===== src/rtl/irq_gen_params.svh =====
`ifndef IRQ_GEN_PARAMS_SVH
`define IRQ_GEN_PARAMS_SVH
// ==========================================================
// Register offsets (byte addresses)
`define OFS_STATUS     8'h00
`define OFS_CLEAR      8'h04
`define OFS_ENABLE     8'h08
`define OFS_ROUTE_OS   8'h0c
`define OFS_CTRL       8'h10
`define OFS_IRQ_STAT   8'h14
`define OFS_IRQ_CLR    8'h18
`define OFS_IRQ_EN     8'h1c
// ==========================================================
// Control register fields
`define CTRL_EOH_BIT   0
`define CTRL_APIC_BIT  1
`define CTRL_SHARE_BIT 2
// ==========================================================
// Reset values
`define RST_ENABLE     8'h00
`define RST_ROUTE_OS   8'h00
`define RST_LINE_SEL   3'h0
// ==========================================================
// Interrupt status bits (block events)
`define IEV_MGMT_SENT  0
`define IEV_OS_RISE    1
// ==========================================================
// Virtual wire message codes
`define VW_MGMT_ASSERT 8'h01
`endif


===== src/rtl/irq_gen_pkg.sv =====
package irq_gen_pkg;
   // ==========================================================
   // Register bus request
   typedef struct packed {
      logic [7:0]  addr;
      logic [31:0] wdata;
      logic        wr;
      logic        rd;
   } reg_req_t;

   // Virtual wire message out
   typedef struct packed {
      logic       valid;
      logic [7:0] code;
   } vw_msg_t;

   // Legacy or extended interrupt lines driven
   typedef struct packed {
      logic [2:0] legacy;   // 9, 10, 11
      logic [3:0] extended; // 20..23
   } irq_lines_t;

   typedef enum logic [1:0] {
      VW_IDLE,
      VW_SEND,
      VW_WAIT
   } vw_state_t;
endpackage


===== src/rtl/os_line_router.sv =====
`include "irq_gen_params.svh"
// ==========================================================
// Routes the level os_event_interrupt to the selected line
module os_line_router
   import irq_gen_pkg::*;
(
   // Control
   input  wire logic               apic_mode,
   input  wire logic               shared_line,
   input  wire logic [2:0]         line_sel,
   // Level in, lines out
   input  wire logic               level_in,
   output      irq_gen_pkg::irq_lines_t lines
);
   logic lvl;

   // Shared lines run active low, dedicated lines active high
   always_comb begin
      lvl = shared_line ? ~level_in : level_in;
      lines.legacy   = 3'h0;
      lines.extended = 4'h0;
      // Idle value of each line follows the same polarity
      if (shared_line) begin
         lines.legacy   = 3'h7;
         lines.extended = 4'hf;
      end
      case (line_sel)
         3'h0: lines.legacy[0] = lvl;
         3'h1: lines.legacy[1] = lvl;
         3'h2: lines.legacy[2] = lvl;
         3'h3: if (apic_mode) lines.extended[0] = lvl;
         3'h4: if (apic_mode) lines.extended[1] = lvl;
         3'h5: if (apic_mode) lines.extended[2] = lvl;
         3'h6: if (apic_mode) lines.extended[3] = lvl;
         default: lines.legacy[0] = lvl;
      endcase
   end
endmodule // os_line_router


===== src/rtl/mgmt_and_os_event_irq_gen.sv =====
`include "irq_gen_params.svh"
// ==========================================================
module mgmt_and_os_event_irq_gen
   import irq_gen_pkg::*;
#(
   parameter int NSRC = 8
)(
   // Clock and reset
   input  wire logic                    clk_sys,
   input  wire logic                    reset,
   // Register port
   input  wire irq_gen_pkg::reg_req_t   req,
   output      logic [31:0]             rdata,
   // Event sources (asynchronous pins)
   input  wire logic [NSRC-1:0]         src_evt,
   // Processor side
   output      irq_gen_pkg::vw_msg_t    vw_out,
   // Interrupt controller side
   output      irq_gen_pkg::irq_lines_t os_lines,
   output      logic                    os_level,
   // Block interrupt
   output      logic                    irq
);
   import irq_gen_pkg::*;

   // ==========================================================
   // State
   typedef struct packed {
      logic [NSRC-1:0] sync1;
      logic [NSRC-1:0] sync2;
      logic [NSRC-1:0] prev;
      logic [NSRC-1:0] status;
      logic [NSRC-1:0] enable;
      logic [NSRC-1:0] route_os;
      logic            eoh;
      logic            apic;
      logic            share;
      logic [2:0]      line_sel;
      vw_state_t       vw_st;
      vw_msg_t         vw;
      logic            os_lvl;
      irq_lines_t      lines;
      logic [1:0]      ist;
      logic [1:0]      ien;
      logic            irq;
      logic [31:0]     rdata;
   } state_t;

   state_t s_r;
   state_t s_nxt;
   irq_lines_t routed;

   function automatic logic [31:0] zext(input logic [NSRC-1:0] v);
      zext = 32'h0;
      zext[NSRC-1:0] = v;
   endfunction

   logic [NSRC-1:0] rise;
   logic [NSRC-1:0] mgmt_act;
   logic [NSRC-1:0] os_act;
   logic            wr_clr;
   logic            wr_ctrl;
   logic            os_lvl_d;

   // Pending sources that are enabled and steered to each output
   assign rise     = s_r.sync2 & ~s_r.prev;
   assign mgmt_act = s_r.status & s_r.enable & ~s_r.route_os;
   assign os_act   = s_r.status & s_r.enable & s_r.route_os;
   assign wr_clr   = req.wr && (req.addr == `OFS_CLEAR);
   assign wr_ctrl  = req.wr && (req.addr == `OFS_CTRL);
   // Next level kept apart from the state copy, so routing forms no loop through it
   assign os_lvl_d = |os_act;

   // Line routing from the next level, so lines and level flop together
   os_line_router u_router (
      .apic_mode   (s_r.apic),
      .shared_line (s_r.share),
      .line_sel    (s_r.line_sel),
      .level_in    (os_lvl_d),
      .lines       (routed)
   );

   // ==========================================================
   // Next state
   always_comb begin
      s_nxt = s_r;
      s_nxt.sync1 = src_evt;
      s_nxt.sync2 = s_r.sync1;
      s_nxt.prev  = s_r.sync2;
      s_nxt.vw.valid = 1'b0;
      s_nxt.rdata = 32'h0;

      // Sticky status; a new event beats a clear in the same cycle
      if (wr_clr) begin
         s_nxt.status = s_r.status & ~req.wdata[NSRC-1:0];
      end
      s_nxt.status = s_nxt.status | rise;

      // Software register writes
      if (req.wr) begin
         case (req.addr)
            `OFS_ENABLE:   s_nxt.enable   = req.wdata[NSRC-1:0];
            `OFS_ROUTE_OS: s_nxt.route_os = req.wdata[NSRC-1:0];
            `OFS_CTRL: begin
               s_nxt.apic     = req.wdata[`CTRL_APIC_BIT];
               s_nxt.share    = req.wdata[`CTRL_SHARE_BIT];
               s_nxt.line_sel = req.wdata[6:4];
               // Legacy mode keeps the selection within lines 9 to 11
               if (!req.wdata[`CTRL_APIC_BIT] && req.wdata[6:4] > 3'h2) begin
                  s_nxt.line_sel = `RST_LINE_SEL;
               end
            end
            `OFS_IRQ_EN:   s_nxt.ien = req.wdata[1:0];
            default: ;
         endcase
      end

      // Management message sequencer
      case (s_r.vw_st)
         VW_IDLE: begin
            if (s_r.eoh && |mgmt_act) begin
               s_nxt.eoh   = 1'b0;
               s_nxt.vw_st = VW_SEND;
            end
         end
         VW_SEND: begin
            s_nxt.vw.valid = 1'b1;
            s_nxt.vw.code  = `VW_MGMT_ASSERT;
            s_nxt.vw_st    = VW_WAIT;
         end
         VW_WAIT: begin
            // Held off until the handler re-arms the flag
            if (s_r.eoh) begin
               s_nxt.vw_st = VW_IDLE;
            end
         end
         default: s_nxt.vw_st = VW_IDLE;
      endcase
      if (wr_ctrl && req.wdata[`CTRL_EOH_BIT]) begin
         s_nxt.eoh = 1'b1;
      end
      if (s_r.vw_st == VW_WAIT && s_r.eoh && |mgmt_act) begin
         s_nxt.eoh   = 1'b0;
         s_nxt.vw_st = VW_SEND;
      end

      // Level interrupt, no pulse shaping
      s_nxt.os_lvl = os_lvl_d;
      s_nxt.lines  = routed;

      // Block events
      if (req.wr && req.addr == `OFS_IRQ_CLR) begin
         s_nxt.ist = s_r.ist & ~req.wdata[1:0];
      end
      if (s_nxt.vw.valid) begin
         s_nxt.ist[`IEV_MGMT_SENT] = 1'b1;
      end
      if (s_nxt.os_lvl && !s_r.os_lvl) begin
         s_nxt.ist[`IEV_OS_RISE] = 1'b1;
      end
      s_nxt.irq = |(s_nxt.ist & s_nxt.ien);

      // Read data, the cycle after the strobe
      if (req.rd) begin
         case (req.addr)
            `OFS_STATUS:   s_nxt.rdata = zext(s_r.status);
            `OFS_ENABLE:   s_nxt.rdata = zext(s_r.enable);
            `OFS_ROUTE_OS: s_nxt.rdata = zext(s_r.route_os);
            `OFS_CTRL:     s_nxt.rdata = {25'h0, s_r.line_sel, 1'b0, s_r.share, s_r.apic, s_r.eoh};
            `OFS_IRQ_STAT: s_nxt.rdata = {30'h0, s_r.ist};
            `OFS_IRQ_EN:   s_nxt.rdata = {30'h0, s_r.ien};
            default:       s_nxt.rdata = 32'h0;
         endcase
      end
   end

   // ==========================================================
   // Registers
   always_ff @(posedge clk_sys) begin
      if (reset) begin
         s_r          <= '0;
         s_r.eoh      <= 1'b1;
         s_r.enable   <= NSRC'(`RST_ENABLE);
         s_r.route_os <= NSRC'(`RST_ROUTE_OS);
         s_r.line_sel <= `RST_LINE_SEL;
         s_r.vw_st    <= VW_IDLE;
      end else begin
         s_r <= s_nxt;
      end
   end

   // Outputs straight from flops
   assign rdata    = s_r.rdata;
   assign vw_out   = s_r.vw;
   assign os_lines = s_r.lines;
   assign os_level = s_r.os_lvl;
   assign irq      = s_r.irq;
endmodule // mgmt_and_os_event_irq_gen


===== config.mk =====
export PLATFORM = sky130hd
export DESIGN_NAME = mgmt_and_os_event_irq_gen
export DESIGN_NICKNAME = d
export VERILOG_FILES = /design/src/rtl/irq_gen_pkg.sv /design/src/rtl/os_line_router.sv /design/src/rtl/mgmt_and_os_event_irq_gen.sv
export VERILOG_INCLUDE_DIRS = /design/src /design/src/rtl
export SDC_FILE = /design/constraint.sdc
export NUM_CORES = 1
export LEC_CHECK = 0
export BUFFER_PORTS_ARGS = -buffer_cell sky130_fd_sc_hd__buf_2
export CAP_MARGIN = 20
export CORE_MARGIN = 5
export CORE_UTILIZATION = 35
export DETAILED_ROUTE_END_ITERATION = 10
export HOLD_SLACK_MARGIN = 0.02
export PLACE_DENSITY_LB_ADDON = 0.3
export SLEW_MARGIN = 40
export SYNTH_ARGS = -nofsm -noshare
export SYNTH_HDL_FRONTEND = slang
export SYNTH_SLANG_ARGS = --single-unit

===== constraint.sdc =====
create_clock -name clk_sys -period 2.04 [get_ports clk_sys]
set_input_delay 0.306 -clock clk_sys [delete_from_list [all_inputs] [get_ports clk_sys]]
set_output_delay 0.306 -clock clk_sys [all_outputs]
set_load 0.03 [all_outputs]

==> impl_metrics.csv <==
group,metric,value,unit
status,status,"finished, final reports clean",
setup_path,reg2reg_from,"s_r[82]",
placed_design,dp_hpwl,5430,um
finish,nets,467,
timing,fin_skew,0.0158,ns
timing,fmax,617,MHz
floorplan,rows,37,
yosys,syn_area,3590,um2
yosys,synth_compound_area_share,8.57,%
yosys,synth_top_family_by_area,"simple AND/OR/NAND/NOR gates",
routing,drtPass1Iterations,4,
setup_path,worstSetupPathType,"register to register",
yosys,synth_xor_xnor_area_share,0,%
clock_network,holdBufCountCts,0,
routing,drt_iter0_markers,97,
clock_network,cts_setup_buffers,0,
setup_path,crit_top_cell,"nand3_1",
timing,min_period,1.62,ns
routing,wirelength,7570,um
timing,finalCritPeriodShare,79.5,%
pwr,power_frac_comb,7.7,%
yosys,seq_area_frac_synth,44.1,%
yosys,syn_avg_cell_area,9.28,um2
yosys,synthCells,387,
clock_network,htree_levels,3,
setup_path,ff2ff_path_depth,5,
finish,drive_gt1_share,20.8,%
grt,grt_pass1_wl,12300,um
finish,final_core_util,38.1,%
timing,tightest_slew,0.567,ns
yosys,yosys-top-cells-area,"dfxtp_1 (44%), buf_4 (10%), mux2i_1 (6.7%)",
setup_path,cp-startpoint,"s_r[82]",
placed_design,gp_congestion,0.805,
finish,nFillCells,1048,
grt,grt_max_degree,41,
yosys,synth.distinct_cells,53,
yosys,synthFlopType,"dfxtp_1",
pwr,intPower,2190,uW
pwr,clkPwrFrac,38.2,%
floorplan,core,10200,um2
setup_path,crit_end,"os_lines[2]",
setup_path,slowest_stage,"or4_1",
clock_network,cts_tree,"yes",
setup_path,rrSetupSlack,0.42,ns
finish,seqCellArea,1580,um2
placed_design,place_ws,0.257,ns
job,maxCapViolCount,0,
yosys,synth_top_cell_by_area,"dfxtp_1",
grt,grtUsageTotal,12.4,%
floorplan,dieArea,12400,um2
pwr,p_switching,740,uW
worst_hold_path,holdCritPathClass,"primary input to register",
timing,rsz0062_at_grt,"no",
routing,ant_nets,0,
timing,setup_viol,0,
floorplan,die_w,111,um
yosys,synth-seq-cells,79,
clock_network,cts_buffers,9,
clock_network,clk_path_buf_depth,2,
routing,vias,2562,
pwr,worst_ir_drop_vdd,0.378,mV
yosys,synth-warning-count,0,
timing,slew_headroom,61.9,%
clock_network,cts.reportedPaths.clkPinSlew,0.08,ns
pwr,p_leak,0.00173,uW
yosys,synthArstFlopShare,0,%
floorplan,io_pins,102,
floorplan,die_y,111,um
timing,drv_slew,0,
setup_path,cp-end-kind,"register",
yosys,synthMuxAreaShare,7.95,%
timing,final.setup.tns,0,ns
finish,multi_input_comb_area,1670,um2
floorplan,start_util,35.2,%
placed_design,numPortBuffers,46,
finish,area_growth_syn_to_layout,8.16,%
routing,vias_per_cell,4.62,
setup_path,startpoint_type,"register",
yosys,synth_fa_ha_area_share,0,%
worst_hold_path,min_from,"src_evt[2]",
setup_path,path_max_fanout,4,
setup_path,crit_arrival,1.89,ns
yosys,synth-simple-area-share,26.6,%
yosys,synth_top_area_share,44.1,%
clock_network,root_buffer,"clkbuf_8",
pwr,powerDensity,755,nW/um2
timing,hold_viol,0,
grt,overflow,0,
setup_path,crit_chain,"nand3_1 > nand2_1 > or4_1 > nand3_1 > mux2i_1",
clock_network,clock_sink_count,79,
grt,antenna_found_initial,0,
pwr,netSwitchingFraction,25.2,%
grt,grt_pass1_vias,2445,
finish,antenna_cells,0,
pwr,p_seq_share,54.1,%
setup_path,cp.required,2.31,ns
clock_network,cts.repair.resized,0,
setup_path,reg2reg_to,"os_lines[2]",
routing,drc,0,
routing,post_drt_wl_per_cell,13.6,um
clock_network,clock_latency,0.35,ns
timing,fin_ws,0.419,ns
setup_path,slowest_delay,0.64,ns
yosys,synth_edf_count,0,
[layout make-up]
cell class | count | area share, %
multi-input combinational | 271 | 42.9
sequential | 79 | 40.7
timing repair buffer | 51 | 6.90
tap | 136 | 4.38
clock buffer | 10 | 3.29
clock inverter | 5 | 1.51
inverter | 3 | 0.290
[power by group through the flow]
stage / logic (uW) / clock network, uW / registers, uW
6_report: 226 / 1120 / 1580
5_1_grt: 246 / 1210 / 1590
3_5_place_dp: 225 / 0 / 1620
4_1_cts: 225 / 1160 / 1580
3_3_place_gp: 221 / 0 / 1620
2_1_floorplan: 210 / 0 / 1610
[worst max-delay path, delay by kind of cell (launching register included)]
kind	cells	cell delay, ns
AND/OR/NAND/NOR	4	0.99
flip-flops	1	0.36
multiplexers	1	0.19
[stage by stage]
stage	instance area, um2	power (uW)	hold slack, ns	std cells
global placement	3700	1840	0.419	540
detailed placement	3700	1850	0.421	540
finish	3880	2930	0.165	555
CTS	3880	2970	0.144	555
floorplan	3700	1830	0.414	417
global route	3880	3050	0.157	555
[synthesized netlist by cell type, drive strengths merged (2+ instances only)]
cell type  count
clkbuf        11
a21oi         19
or4b           2
o21ai          2
nor2          49
and4           2
nand3         15
nand4          4
nor4           3
buf           53
mux2           4
nor4b          2
and3           3
nor3b          4
o2bb2ai        2
inv            3
mux2i         24
or3            2
a22o           4
o22ai          4
nand3b         3
a222oi         4
nor2b         36
nor3           4
dfxtp         79
nand2         32
a22oi          3
[how the worst min path moves through the flow]
| stage | slack, ns | endpoint | depth (start not counted) |
|---|---|---|---|
| 6_report | 0.17 | s_nxt[96] | 2 |
| 3_3_place_gp | 0.42 | s_nxt[91] | 1 |
| 3_5_place_dp | 0.42 | s_nxt[92] | 1 |
| 2_1_floorplan | 0.41 | s_nxt[86] | 1 |
| 5_1_grt | 0.16 | s_nxt[95] | 2 |
| 4_1_cts | 0.14 | s_nxt[96] | 2 |
[placed cells by master (no fill, tap or decap), types with 2 or more instances in the layout]
cell type / synthesis / routed
dfxtp_1: 79 / 79
nor2_1: 48 / 48
buf_2: 3 / 46
nor2b_1: 34 / 34
conb_1: 1 / 31
nand2_1: 30 / 30
mux2i_1: 24 / 24
a21oi_1: 19 / 19
nand3_1: 15 / 15
clkbuf_8: 1 / 9
buf_4: 48 / 5
o22ai_1: 4 / 4
nor3_1: 4 / 4
nor3b_1: 4 / 4
mux2_2: 4 / 4
a22o_2: 4 / 4
a222oi_1: 4 / 4
and3_1: 3 / 3
inv_1: 3 / 3
nand4_1: 3 / 3
a22oi_1: 3 / 3
nand3b_1: 3 / 3
nand2_2: 2 / 2
nor4_4: 2 / 2
nor2b_4: 2 / 2
or4b_1: 2 / 2
and4_1: 2 / 2
or3_1: 2 / 2
o21ai_0: 2 / 2
clkinvlp_4: 0 / 2
[cells by family after synthesis]
logic type,after synthesis
simple gates,168
flops,79
buf+inv,67
compound gates,44
mux,28
other cells,1
[registers in the layout (all words and copies together), names as in the netlist]
name	cells
s_r	44
os_level	1
s_nxt	16
irq	1
vw_out	2
rdata	8
os_lines	7
[layer usage]
metal	wire length, um	global-route usage (%)
met4	141	5.03
met5	0	0
met1	3530	16.5
met3	599	3.88
met2	3300	18.6
(Power assumes the default switching activity.)
